`src/clk_sel_defs.vh`:
```
// constants for the cpu clock select and oscillator monitor
`ifndef CLK_SEL_DEFS_VH
`define CLK_SEL_DEFS_VH

// register offsets (byte addresses)
`define SYS_CFG_ADDR     4'h0
`define IRQ_STAT_ADDR    4'h4
`define IRQ_MASK_ADDR    4'h8
`define CLK_STATE_ADDR   4'hC

// field positions
`define MON_DIS_BIT      4
`define FAIL_IRQ_BIT     0

// reset values
`define SYS_CFG_RST      8'h00
`define IRQ_MASK_RST     1'b0

// clock mode codes
`define MODE_X4          3'h7
`define MODE_X3          3'h6
`define MODE_X2          3'h5
`define MODE_X5          3'h4
`define MODE_DIRECT      3'h3
`define MODE_X1P5        3'h2
`define MODE_PRESCALE    3'h1
`define MODE_X2P5        3'h0

// twice the multiplication factor per pll mode
`define MULT2_X4         5'h08
`define MULT2_X3         5'h06
`define MULT2_X2         5'h04
`define MULT2_X5         5'h0A
`define MULT2_X1P5       5'h03
`define MULT2_X2P5       5'h05

// monitor overflow after this many pll cycles without an input edge
`define MON_LIMIT        5'h10

// free-running pll half period in core clock cycles
`define PLL_FREE_HALF    4'h2

`endif

```
`src/cpu_clock_select.v`:
```
// cpu clock source select, pll model and oscillator monitor
`timescale 1ns/1ps
`default_nettype none
`include "clk_sel_defs.vh"

module cpu_clock_select (
    input  wire        core_clk,          // 40 mhz core clock
    input  wire        rst_n,             // async reset, active low
    input  wire        ce,                // clock enable, freezes state when low
    input  wire        osc_input_pin,     // oscillator input, asynchronous
    input  wire [2:0]  clock_config_pins, // mode strap pins
    input  wire [3:0]  addr,              // register byte address
    input  wire [7:0]  wdata,             // register write data
    input  wire        wr,                // write strobe
    input  wire        rd,                // read strobe
    output reg  [7:0]  rdata,             // read data, cycle after rd
    output reg         cpu_clk,           // generated cpu clock
    output reg         cpu_edge,          // pulse on each cpu clock edge
    output wire        pll_on,            // pll powered
    output reg         clock_fail,        // switched to pll after failure
    output wire        irq                // level interrupt
);

    reg  [2:0]  mode;
    reg         mode_taken;
    reg  [1:0]  fill;
    wire [2:0]  cfg_s2;
    wire [2:0]  cfg_s3;
    wire        osc_s2;
    wire        osc_s3;
    reg         osc_lvl;
    reg  [7:0]  sys_cfg;
    reg         fail_stat;
    reg         fail_mask;
    reg  [3:0]  pll_div;
    reg         pll_clk;
    reg  [4:0]  mon_cnt;
    reg  [15:0] per_cnt;
    reg  [15:0] period;
    reg  [15:0] acc;
    reg  [4:0]  edge_cnt;
    reg         pll_out;
    reg         next_cpu_clk;
    reg  [4:0]  mult2;
    reg  [7:0]  next_rdata;

    wire        osc_change = (osc_s2 == osc_s3) && (osc_s3 != osc_lvl);
    wire        osc_rise   = osc_change && osc_s3;
    wire        pll_mode   = (mode != `MODE_DIRECT) && (mode != `MODE_PRESCALE);
    wire        mon_dis    = sys_cfg[`MON_DIS_BIT];
    wire        mon_on     = mode_taken && !pll_mode && !mon_dis;
    wire        pll_tick   = (pll_div == `PLL_FREE_HALF - 4'h1);
    wire        pll_rise   = pll_tick && !pll_clk;
    wire [15:0] acc_add    = acc + {11'h000, mult2};
    // odd doubled factors need four times the span to end on a whole cpu period
    wire [4:0]  sync_span  = mult2[0] ? {mult2[2:0], 2'b00} : mult2;
    wire        fail_set   = mon_on && pll_rise && (mon_cnt == `MON_LIMIT - 5'h01);

    // pll runs in pll modes, for the monitor, or after a failure
    assign pll_on = mode_taken && (pll_mode || mon_on || clock_fail);
    assign irq    = fail_stat && fail_mask;

    always @* begin
        case (mode)
            `MODE_X4:   mult2 = `MULT2_X4;
            `MODE_X3:   mult2 = `MULT2_X3;
            `MODE_X2:   mult2 = `MULT2_X2;
            `MODE_X5:   mult2 = `MULT2_X5;
            `MODE_X1P5: mult2 = `MULT2_X1P5;
            `MODE_X2P5: mult2 = `MULT2_X2P5;
            default:    mult2 = `MULT2_X4;
        endcase
    end

    // synchronisers: a change counts once stages two and three agree
    sync_stage #(
        .WIDTH (1)
    ) osc_sync_u (
        .clk   (core_clk),
        .rst_n (rst_n),
        .en    (ce),
        .din   (osc_input_pin),
        .q2    (osc_s2),
        .q3    (osc_s3)
    );

    sync_stage #(
        .WIDTH (3)
    ) cfg_sync_u (
        .clk   (core_clk),
        .rst_n (rst_n),
        .en    (ce),
        .din   (clock_config_pins),
        .q2    (cfg_s2),
        .q3    (cfg_s3)
    );

    // settled input level, moves only when the last two stages agree
    always @(posedge core_clk or negedge rst_n) begin
        if (!rst_n) begin
            osc_lvl <= 1'b0;
        end else if (ce) begin
            if (osc_s2 == osc_s3) begin
                osc_lvl <= osc_s3;
            end
        end
    end

    // mode strap caught once after reset release, then frozen
    always @(posedge core_clk or negedge rst_n) begin
        if (!rst_n) begin
            fill       <= 2'h0;
            mode_taken <= 1'b0;
            mode       <= `MODE_X4;
        end else if (ce && !mode_taken) begin
            if (fill == 2'h3) begin
                if (cfg_s2 == cfg_s3) begin
                    mode       <= cfg_s3;
                    mode_taken <= 1'b1;
                end
            end else begin
                fill <= fill + 2'h1;
            end
        end
    end

    // free-running pll oscillator model
    always @(posedge core_clk or negedge rst_n) begin
        if (!rst_n) begin
            pll_div <= 4'h0;
            pll_clk <= 1'b0;
        end else if (ce) begin
            if (!pll_on) begin
                // powered down: hold the divider at its start point
                pll_div <= 4'h0;
                pll_clk <= 1'b0;
            end else if (pll_tick) begin
                pll_div <= 4'h0;
                pll_clk <= !pll_clk;
            end else begin
                pll_div <= pll_div + 4'h1;
            end
        end
    end

    // oscillator monitor
    always @(posedge core_clk or negedge rst_n) begin
        if (!rst_n) begin
            mon_cnt    <= 5'h00;
            clock_fail <= 1'b0;
        end else if (ce) begin
            if (!mon_on || osc_change) begin
                mon_cnt <= 5'h00;
            end else if (pll_rise && mon_cnt != `MON_LIMIT) begin
                // saturate so a dead input cannot wrap the count back to zero
                mon_cnt <= mon_cnt + 5'h01;
            end
            // only a reset clears the switch-over
            if (fail_set) begin
                clock_fail <= 1'b1;
            end
        end
    end

    // input period measure and multiplied clock for pll modes
    always @(posedge core_clk or negedge rst_n) begin
        if (!rst_n) begin
            per_cnt  <= 16'h0000;
            period   <= 16'h0000;
            acc      <= 16'h0000;
            edge_cnt <= 5'h00;
            pll_out  <= 1'b0;
        end else if (ce) begin
            // input period in core cycles, rising edge to rising edge
            if (osc_rise) begin
                per_cnt <= 16'h0001;
                period  <= per_cnt;
            end else if (per_cnt != 16'hFFFF) begin
                per_cnt <= per_cnt + 16'h0001;
            end
            if (osc_change && edge_cnt >= sync_span - 5'h01) begin
                // realign phase after a whole number of cpu periods
                edge_cnt <= 5'h00;
                acc      <= 16'h0000;
                pll_out  <= 1'b1;
            end else begin
                if (osc_change) begin
                    edge_cnt <= edge_cnt + 5'h01;
                end
                // accumulator toggles the output 2F times per input period
                if (period != 16'h0000 && acc_add >= period) begin
                    acc     <= acc_add - period;
                    pll_out <= !pll_out;
                end else begin
                    acc <= acc_add;
                end
            end
        end
    end

    // cpu clock source: pll after a failure, else the strapped mode
    always @* begin
        next_cpu_clk = pll_out;
        if (clock_fail) begin
            next_cpu_clk = pll_clk;
        end else begin
            case (mode)
                `MODE_DIRECT: begin
                    next_cpu_clk = osc_lvl;
                end
                `MODE_PRESCALE: begin
                    next_cpu_clk = osc_rise ? !cpu_clk : cpu_clk;
                end
                default: begin
                    next_cpu_clk = pll_out;
                end
            endcase
        end
    end

    always @(posedge core_clk or negedge rst_n) begin
        if (!rst_n) begin
            cpu_clk  <= 1'b0;
            cpu_edge <= 1'b0;
        end else if (ce) begin
            cpu_clk  <= mode_taken ? next_cpu_clk : 1'b0;
            cpu_edge <= mode_taken && (next_cpu_clk != cpu_clk);
        end
    end

    // system configuration: bit 4 turns the monitor off
    always @(posedge core_clk or negedge rst_n) begin
        if (!rst_n) begin
            sys_cfg <= `SYS_CFG_RST;
        end else if (ce) begin
            if (wr && addr == `SYS_CFG_ADDR) begin
                sys_cfg <= wdata;
            end
        end
    end

    // interrupt mask
    always @(posedge core_clk or negedge rst_n) begin
        if (!rst_n) begin
            fail_mask <= `IRQ_MASK_RST;
        end else if (ce) begin
            if (wr && addr == `IRQ_MASK_ADDR) begin
                fail_mask <= wdata[`FAIL_IRQ_BIT];
            end
        end
    end

    // sticky failure status: a new failure beats a clear in the same cycle
    always @(posedge core_clk or negedge rst_n) begin
        if (!rst_n) begin
            fail_stat <= 1'b0;
        end else if (ce) begin
            if (fail_set) begin
                fail_stat <= 1'b1;
            end else if (wr && addr == `IRQ_STAT_ADDR && wdata[`FAIL_IRQ_BIT]) begin
                fail_stat <= 1'b0;
            end
        end
    end

    always @* begin
        case (addr)
            `SYS_CFG_ADDR:   next_rdata = sys_cfg;
            `IRQ_STAT_ADDR:  next_rdata = {7'h00, fail_stat};
            `IRQ_MASK_ADDR:  next_rdata = {7'h00, fail_mask};
            `CLK_STATE_ADDR: next_rdata = {2'h0, pll_on, clock_fail, mode_taken, mode};
            default:         next_rdata = 8'h00;
        endcase
    end

    // read data stand for one cycle after the strobe, zero otherwise
    always @(posedge core_clk or negedge rst_n) begin
        if (!rst_n) begin
            rdata <= 8'h00;
        end else if (ce) begin
            rdata <= rd ? next_rdata : 8'h00;
        end
    end

endmodule // cpu_clock_select

// three-stage synchroniser, second and third stages exposed for agreement
module sync_stage #(
    parameter WIDTH = 1
) (
    input  wire             clk,   // sampling clock
    input  wire             rst_n, // async reset, active low
    input  wire             en,    // clock enable
    input  wire [WIDTH-1:0] din,   // asynchronous input
    output wire [WIDTH-1:0] q2,    // second stage
    output wire [WIDTH-1:0] q3     // third stage
);

    reg  [WIDTH-1:0] s1;
    reg  [WIDTH-1:0] s2;
    reg  [WIDTH-1:0] s3;

    assign q2 = s2;
    assign q3 = s3;

    always @(posedge clk or negedge rst_n) begin
        if (!rst_n) begin
            s1 <= {WIDTH{1'b0}};
            s2 <= {WIDTH{1'b0}};
            s3 <= {WIDTH{1'b0}};
        end else if (en) begin
            s1 <= din;
            s2 <= s1;
            s3 <= s2;
        end
    end

endmodule // sync_stage
`default_nettype wire

```
`config.mk`:
```
export PLATFORM = sky130hd
export DESIGN_NAME = cpu_clock_select
export DESIGN_NICKNAME = d
export VERILOG_FILES = /design/src/cpu_clock_select.v
export VERILOG_INCLUDE_DIRS = /design/src
export SDC_FILE = /design/constraint.sdc
export NUM_CORES = 1
export LEC_CHECK = 0
export BUFFER_PORTS_ARGS = -buffer_cell sky130_fd_sc_hd__buf_2
export CAP_MARGIN = 20
export CORE_UTILIZATION = 40
export DETAILED_ROUTE_END_ITERATION = 10
export PLACE_DENSITY_LB_ADDON = 0.15
export SLEW_MARGIN = 0
export SYNTH_ARGS = -nofsm -noshare
export SYNTH_HDL_FRONTEND = slang
export SYNTH_SLANG_ARGS = --single-unit
```
`constraint.sdc`:
```
create_clock -name core_clk -period 5.65 [get_ports core_clk]
set_input_delay 1.13 -clock core_clk [delete_from_list [all_inputs] [get_ports core_clk]]
set_output_delay 1.13 -clock core_clk [all_outputs]
set_load 0.02 [all_outputs]
```
==> implementation parameters, run 1 <==
Parameter                              Value

Routing
  Detailed-route wire length    13900 um
  DRT iter0 DRCs    205
  Total DRC errors in the routed layout    0
  Vias after detailed routing    4711
  Final ANT Viol Nets    0
  Post-DR wirelength/cell    16.4 um
  Routed vias/inst    5.57
  First-pass detailed-route iteration total    5
  Met2 wirelength from detailed routing    6460 um
  M1 WL    6860 um
  Total met3 wirelength after detailed routing    420 um
  Highest metal layer with signal wires    met4

Clock network
  Clock slew at reported path FFs    0.07 ns
  Number of sinks driven by the clock tree    104
  Latest clock arrival within the worst-skew pair    0.36 ns
  Clock tree from TritonCTS    built
  Cells resized by post-CTS repair    0
  Hold buffer count at cts    0
  H-tree lvl count    3
  Number of buffers created by CTS    9
  Count of buffers added by post-CTS timing repair for setup    0
  Buffer levels on the longest clock path    2
  Root Buffer    sky130_fd_sc_hd__clkbuf_16

Die
  Number of standard-cell rows in the floorplan    44
  Die Y-Extent    125 um
  Area of the core    0.0147 sq mm
  Full die area    0.0157 sq mm
  Starting Density    0.414
  Die W    125 um
  Number of ports placed on the die boundary    34

Timing
  Final hold violation count    0
  Setup repair after global routing missed its margin    false
  Final Critical Period    4.49 ns
  Worst clock skew on the final layout    0.0113 ns
  Fin Setup TNS    0 ns
  Max-slew headroom    0.525
  Maximum clock rate    223 MHz
  Count of pins over their slew limit    0
  Final Setup Violations    0
  Worst Tran Pin Value    0.713 ns
  Final period util    0.795
  Worst hold slack after final layout    0.480 ns
  Final Worst Setup Slack    1.16 ns

Pwr
  VDD IR-drop max    0.356 mV
  Power density cells    667 mW/mm^2
  Leakage dissipation    2.99 nW

Worst setup path
  Most frequent cell on the critical path    sky130_fd_sc_hd__nor2_1
  Slowest cell on crit path    sky130_fd_sc_hd__dfstp_2
  Worst Setup Path Type    register to register
  Max FO, Critical Path    21
  Nature of the critical path startpoint    register
  CP max stage delay    0.63 ns
  Reg2Reg Setup Slack    1.16 ns
  Buffer and inverter count on the worst path    2
  Crit path capture type    register
  Worst-path cell chain    nor2_1 > nor2_1 > inv_1 > fa_1 > nor2b_1 > o21ai_1 > a21oi_1 > nand3_1 > xnor2_1 > ha_1 > and3_1 > and2_1 > nor2_1 > a311o_1 > a21oi_2 > buf_4 > nand2_1 > o211ai_1
  Required time worst endpoint    5.91 ns
  Delay-heaviest family, CP    compound AO/OA/AOI/OAI gates
  Signal arrival time at the worst endpoint    4.75 ns

Global route
  Global-route total usage across every layer    0.190
  Number of global-route vias before repair    4641
  Number of antenna violations at the first check in global routing    0
  GRT overflow    0
  Largest net degree at the start of global routing    56
  Global-route wire length before repair    23600 um

Synthesis
  Post-synthesis cell type with the largest combined area    sky130_fd_sc_hd__dfrtp_1
  Per-instance average area after synthesis    9.68 sq um
  Synthesized instance count    628
  Share of synthesized registers carrying an async set or reset    1.00
  Syn Nets    683
  Count of different cell masters after synthesis    65
  FF+latch count, synth    104
  Largest family of logic cells by synthesized area    simple AND/OR/NAND/NOR gates
  Most area-consuming cells after synthesis    sky130_fd_sc_hd__dfrtp_1, sky130_fd_sc_hd__ha_1, sky130_fd_sc_hd__mux2_2
  Area fraction in and, or, nand and nor cells after synthesis    0.168
  Top_reg_cell synth    sky130_fd_sc_hd__dfrtp_1
  Fraction of synthesized cell area taken by the top area cell type    0.416
  Count of synthesis-stage warnings from yosys    0
  Synthesized-area fraction occupied by ao, oa, aoi and oai cells    0.159
  Area share of xor/xnor cells in the synthesized design    0.0677
  EDFF count, synth    0
  Area of the mapped netlist    0.00608 sq mm
  Portion of the post-synthesis area used by sequential elements    0.429
  Mux share of post-synthesis cell area    0.0665
  Synth Area in Adders    0.0725

Final layout
  Share of layout cells above drive strength 1    0.134
  Layout overhead on the synthesized area    10.2%
  Filler cells    1394
  Summed area of non-filler cells in the final layout    0.00670 sq mm
  Layout Nets    713
  Antenna fix cells    0

Placement
  Quantity of I/O buffers inserted on ports    33
  Placed Instance Area    0.00642 sq mm
  Weighted congestion at the end of routability-driven global placement    0.830
  Worst slack after detailed placement    1.23 ns
  Estimated wirelength of the detail-placed design    10300 um

Worst hold path
  Worst min-delay path category    register to register

Outcome
  Result of the run    completed

Run
  Max_cap viols    0
[registers in the layout, summed over array words and instances, names as in the netlist, 4 cells and up]
name,flops
edge_cnt,5
per_cnt,16
sys_cfg,8
pll_div,4
period,16
rdata,8
acc,16
mon_cnt,5
[stage by stage]
step | instances | total power [W] | utilization
4_1_cts | 846 | 0.00446 | 0.456
5_1_grt | 846 | 0.00485 | 0.456
2_1_floorplan | 628 | 0.00322 | -
3_5_place_dp | 831 | 0.00384 | 0.437
6_report | 846 | 0.00447 | 0.456
3_3_place_gp | 831 | 0.00379 | 0.437
[final cells by class]
type	instances	area [sq um]	share of cell area
Clock buffer	10	239	0.0357
Clock inverter	5	38.8	0.00579
Timing Repair Buffer	37	198	0.0295
Tap cell	184	230	0.0344
Inverter	37	139	0.0207
Sequential cell	104	2610	0.389
Multi-Input combinational cell	469	3250	0.485
[path summary, 6_finish.rpt]
kind / endpoint / cells past startpoint / from
hold / removal: fill[0] / 1 / fill[0]
hold reg to reg: fill[0] / 1 / fill[0]
max in group asynchronous: pll_div[2] / 2 / rst_n
setup / recovery: acc[11] / 18 / mode[1]
setup reg to reg: acc[11] / 18 / mode[1]
min in group asynchronous: acc[11] / 1 / rst_n
[synth_stat cells, drive strengths merged (3+ instances only)]
library cell,n
and2,4
nand2,54
a22o,5
mux2,25
a22oi,5
dfrtp,101
mux2i,10
or2,4
a21o,8
and3,7
nor3,13
xnor2,20
dfstp,3
nand3,22
o31ai,10
o22ai,3
a211oi,3
xor2,27
ha,32
buf,6
o211ai,4
a21oi,23
nor2,48
o21ai,49
inv,37
and4,5
nand4,14
o221ai,3
nand2b,15
clkbuf,12
nor2b,6
o2bb2ai,11
nor4,5
[worst reg2reg max path, stage by stage, from the launching register on]
cell and delay [ns]:
sky130_fd_sc_hd__dfstp_2 0.63, sky130_fd_sc_hd__nor2_1 0.07, sky130_fd_sc_hd__nor2_1 0.14, sky130_fd_sc_hd__inv_1 0.08, sky130_fd_sc_hd__fa_1 0.43, sky130_fd_sc_hd__nor2b_1 0.13, sky130_fd_sc_hd__o21ai_1 0.08, sky130_fd_sc_hd__a21oi_1 0.43
sky130_fd_sc_hd__nand3_1 0.16, sky130_fd_sc_hd__xnor2_1 0.18, sky130_fd_sc_hd__ha_1 0.42, sky130_fd_sc_hd__and3_1 0.22, sky130_fd_sc_hd__and2_1 0.17, sky130_fd_sc_hd__nor2_1 0.06, sky130_fd_sc_hd__a311o_1 0.37, sky130_fd_sc_hd__a21oi_2 0.14
sky130_fd_sc_hd__buf_4 0.28, sky130_fd_sc_hd__nand2_1 0.17, sky130_fd_sc_hd__o211ai_1 0.23
[cells by family after synthesis]
kind of cell               count (synthesis)
AOI/OAI and AO/OA                        146
xor gates and xnor gates                  47
adders and majority gates                 34
buffers and inverters                     55
DFF                                      104
muxes                                     36
and+or+nand+nor                          206
[power breakdown]
part / internal [W] / switching (W) / leakage [nW] / total [W]
registers: 0.000959 / 0.000216 / 1.34 / 0.00117
logic: 0.00112 / 0.00158 / 1.51 / 0.00270
clock network: 0.000313 / 0.000282 / 0.141 / 0.000595
[cell usage in the layout, fill, tap and decap left out, drive strengths merged, types with 5 or more instances in the layout]
master,count
nor2b,6
inv,40
a22oi,5
mux2,25
nand3,22
nor3,13
buf,37
nor4,5
xor2,27
o21ai,49
nand2,54
and4,5
nand4,14
nand2b,15
xnor2,20
ha,32
o2bb2ai,11
mux2i,10
a21oi,23
and3,7
a21o,8
nor2,48
dfrtp,101
a22o,5
o31ai,10
clkbuf,10
[metal layers]
metal,track usage,up-vias
li1,-,2309
met1,0.266,2310
met2,0.300,78
met3,0.0355,14
met4,0.0560,0
met5,0,-
Power figures use the tool's default switching activity.
==> inputs of run 2 (changes only) <==
==> constraint.sdc (replaced) <==
create_clock -name core_clk -period 4.5 [get_ports core_clk]
set_input_delay 0.9 -clock core_clk [delete_from_list [all_inputs] [get_ports core_clk]]
set_output_delay 0.9 -clock core_clk [all_outputs]
set_load 0.02 [all_outputs]
==> implementation parameters, run 2 (synthesized netlist as in run 1, its figures left out) <==
Parameter                              Value

Routing
  Routed vias/inst    5.55
  DRT iter0 DRCs    273
  Total DRC errors in the routed layout    0
  Post-DR wirelength/cell    16.7 um
  Vias after detailed routing    4722
  Detailed-route wire length    14200 um
  Final ANT Viol Nets    0
  First-pass detailed-route iteration total    4

Outcome
  Result of the run    completed

Global route
  Global-route total usage across every layer    0.195
  GR Util met1    0.260
  GRT overflow    0
  Busiest layer in global routing    met2
  Number of global-route vias before repair    4780
  Met2 Resource Use GR    0.307
  Largest net degree at the start of global routing    79
  Global-route wire length before repair    24200 um
  Met3 layer usage reported by global route    0.0454
  Number of antenna violations at the first check in global routing    0

Die
  Die Y-Extent    125 um
  Area of the core    0.0147 sq mm
  Starting Density    0.414
  Number of ports placed on the die boundary    34
  Number of standard-cell rows in the floorplan    44
  Die W    125 um
  Full die area    0.0157 sq mm

Pwr
  Leakage dissipation    3.04 nW
  Power density cells    854 mW/mm^2
  VDD IR-drop max    0.391 mV

Clock network
  H-tree lvl count    3
  Buffer levels on the longest clock path    2
  Number of buffers created by CTS    9
  Number of sinks driven by the clock tree    104
  Hold buffer count at cts    0
  Clock tree from TritonCTS    built
  Root Buffer    sky130_fd_sc_hd__clkbuf_16
  Clock slew at reported path FFs    0.07 ns
  Latest clock arrival within the worst-skew pair    0.36 ns

Final layout
  Biggest registers after layout    acc (16), per_cnt (16), period (16)
  Filler cells    1401
  Footprint of the multi-input gates    0.00326 sq mm
  Top library cells by usage in the layout, fill and taps aside    sky130_fd_sc_hd__dfrtp_1, sky130_fd_sc_hd__nand2_1, sky130_fd_sc_hd__nor2_1
  Layout overhead on the synthesized area    12.5%
  Antenna fix cells    0
  Layout Nets    717
  Fin cells    851
  Summed area of non-filler cells in the final layout    0.00684 sq mm
  Sequential standard cell area    0.00261 sq mm
  Commonest non-fill, non-tap cell in the layout    sky130_fd_sc_hd__dfrtp_1
  Share of layout cells above drive strength 1    0.145

Placement
  Worst slack after detailed placement    0.167 ns
  Estimated wirelength of the detail-placed design    10300 um
  Cell count after placement    833
  Quantity of I/O buffers inserted on ports    33
  Placed Instance Area    0.00645 sq mm
  Weighted congestion at the end of routability-driven global placement    0.826

Worst setup path
  Max FO, Critical Path    11
  Worst Setup Path Type    register to register
  Crit path capture type    register
  Nature of the critical path startpoint    register
  Required time worst endpoint    4.74 ns
  Signal arrival time at the worst endpoint    4.49 ns

Timing
  Final Critical Period    4.25 ns
  Worst Tran Pin Value    0.734 ns
  Final Setup Violations    0
  Max-slew headroom    0.509
  Final period util    0.944
  Count of pins over their slew limit    0
  Worst clock skew on the final layout    0.0137 ns
  Final hold violation count    0
  Maximum clock rate    235 MHz
  Final Worst Setup Slack    0.253 ns

Run
  Max_cap viols    0

Worst hold path
  Worst min-delay path category    primary input to async pin
## run 2: changes by cell type in the layout (fill, tap and decap cells not counted), sizes merged
cell      change
clkinvlp      +1
buf           +4
inv           -2
bufinv        +2
## run 2: through the flow
stage | setup TNS [ns] | utilization | hold slack (ns) | total power (W)
after floorplan | 0 | - | 0.440 | 0.00404
after global placement | 0 | 0.439 | 0.463 | 0.00482
after detailed placement | 0 | 0.439 | 0.468 | 0.00491
after CTS | 0 | 0.462 | 0.489 | 0.00583
after global routing | -0.00984 | 0.465 | 0.467 | 0.00635
final | 0 | 0.465 | 0.448 | 0.00584
## run 2: worst paths after layout
kind | startpoint | cells past startpoint | endpoint | slack [ns]
min in group core_clk | fill[0] | 1 | fill[0] | 0.49
setup / recovery | mode[1] | 18 | acc[13] | 0.25
hold reg to reg | fill[0] | 1 | fill[0] | 0.49
hold / removal | rst_n | 1 | acc[15] | 0.45
max in group asynchronous | rst_n | 3 | mode[1] | 3.01
setup reg to reg | mode[1] | 18 | acc[13] | 0.25
## run 2: metal layers
metal  share of wire  vias to the layer above
met3           0.038                       24
met2            0.45                       85
met1            0.49                     2287
met5               0                        -
li1                -                     2326
met4           0.023                        0
## run 2: power breakdown
| group | switching [W] | internal (W) |
|---|---|---|
| combinational | 0.00201 | 0.00148 |
| clock | 0.000373 | 0.000511 |
| sequential | 0.000264 | 0.00120 |
## run 2: layout make-up
cell class                 instances  share of cell area
sequential                       104               0.381
clock inverter                     6              0.0148
clock buffer                      10              0.0349
inverter                          37              0.0203
timing repair buffer              41              0.0381
multi-input combinational        469               0.477
tap                              184              0.0337
## run 2: what timing repair did
action / CTS / global route
endpoints found under the setup margin: 0 / 10
gates resized for setup: 0 / 4
setup buffers: 0 / 1
## run 2: worst max-delay path, stage by stage (launching register included)
cell	delay (ns)
sky130_fd_sc_hd__dfstp_2	0.62
sky130_fd_sc_hd__nor2_1	0.07
sky130_fd_sc_hd__nor2_1	0.12
sky130_fd_sc_hd__inv_1	0.07
sky130_fd_sc_hd__fa_1	0.43
sky130_fd_sc_hd__nor2b_1	0.12
sky130_fd_sc_hd__o21ai_1	0.10
sky130_fd_sc_hd__a21oi_1	0.16
sky130_fd_sc_hd__buf_4	0.16
sky130_fd_sc_hd__nand3_1	0.09
sky130_fd_sc_hd__xnor2_1	0.18
sky130_fd_sc_hd__ha_2	0.41
sky130_fd_sc_hd__and3_1	0.18
sky130_fd_sc_hd__and2_1	0.18
sky130_fd_sc_hd__nor2_1	0.06
sky130_fd_sc_hd__a311o_1	0.39
sky130_fd_sc_hd__a21o_2	0.30
sky130_fd_sc_hd__a311o_1	0.37
sky130_fd_sc_hd__o2bb2ai_1	0.12
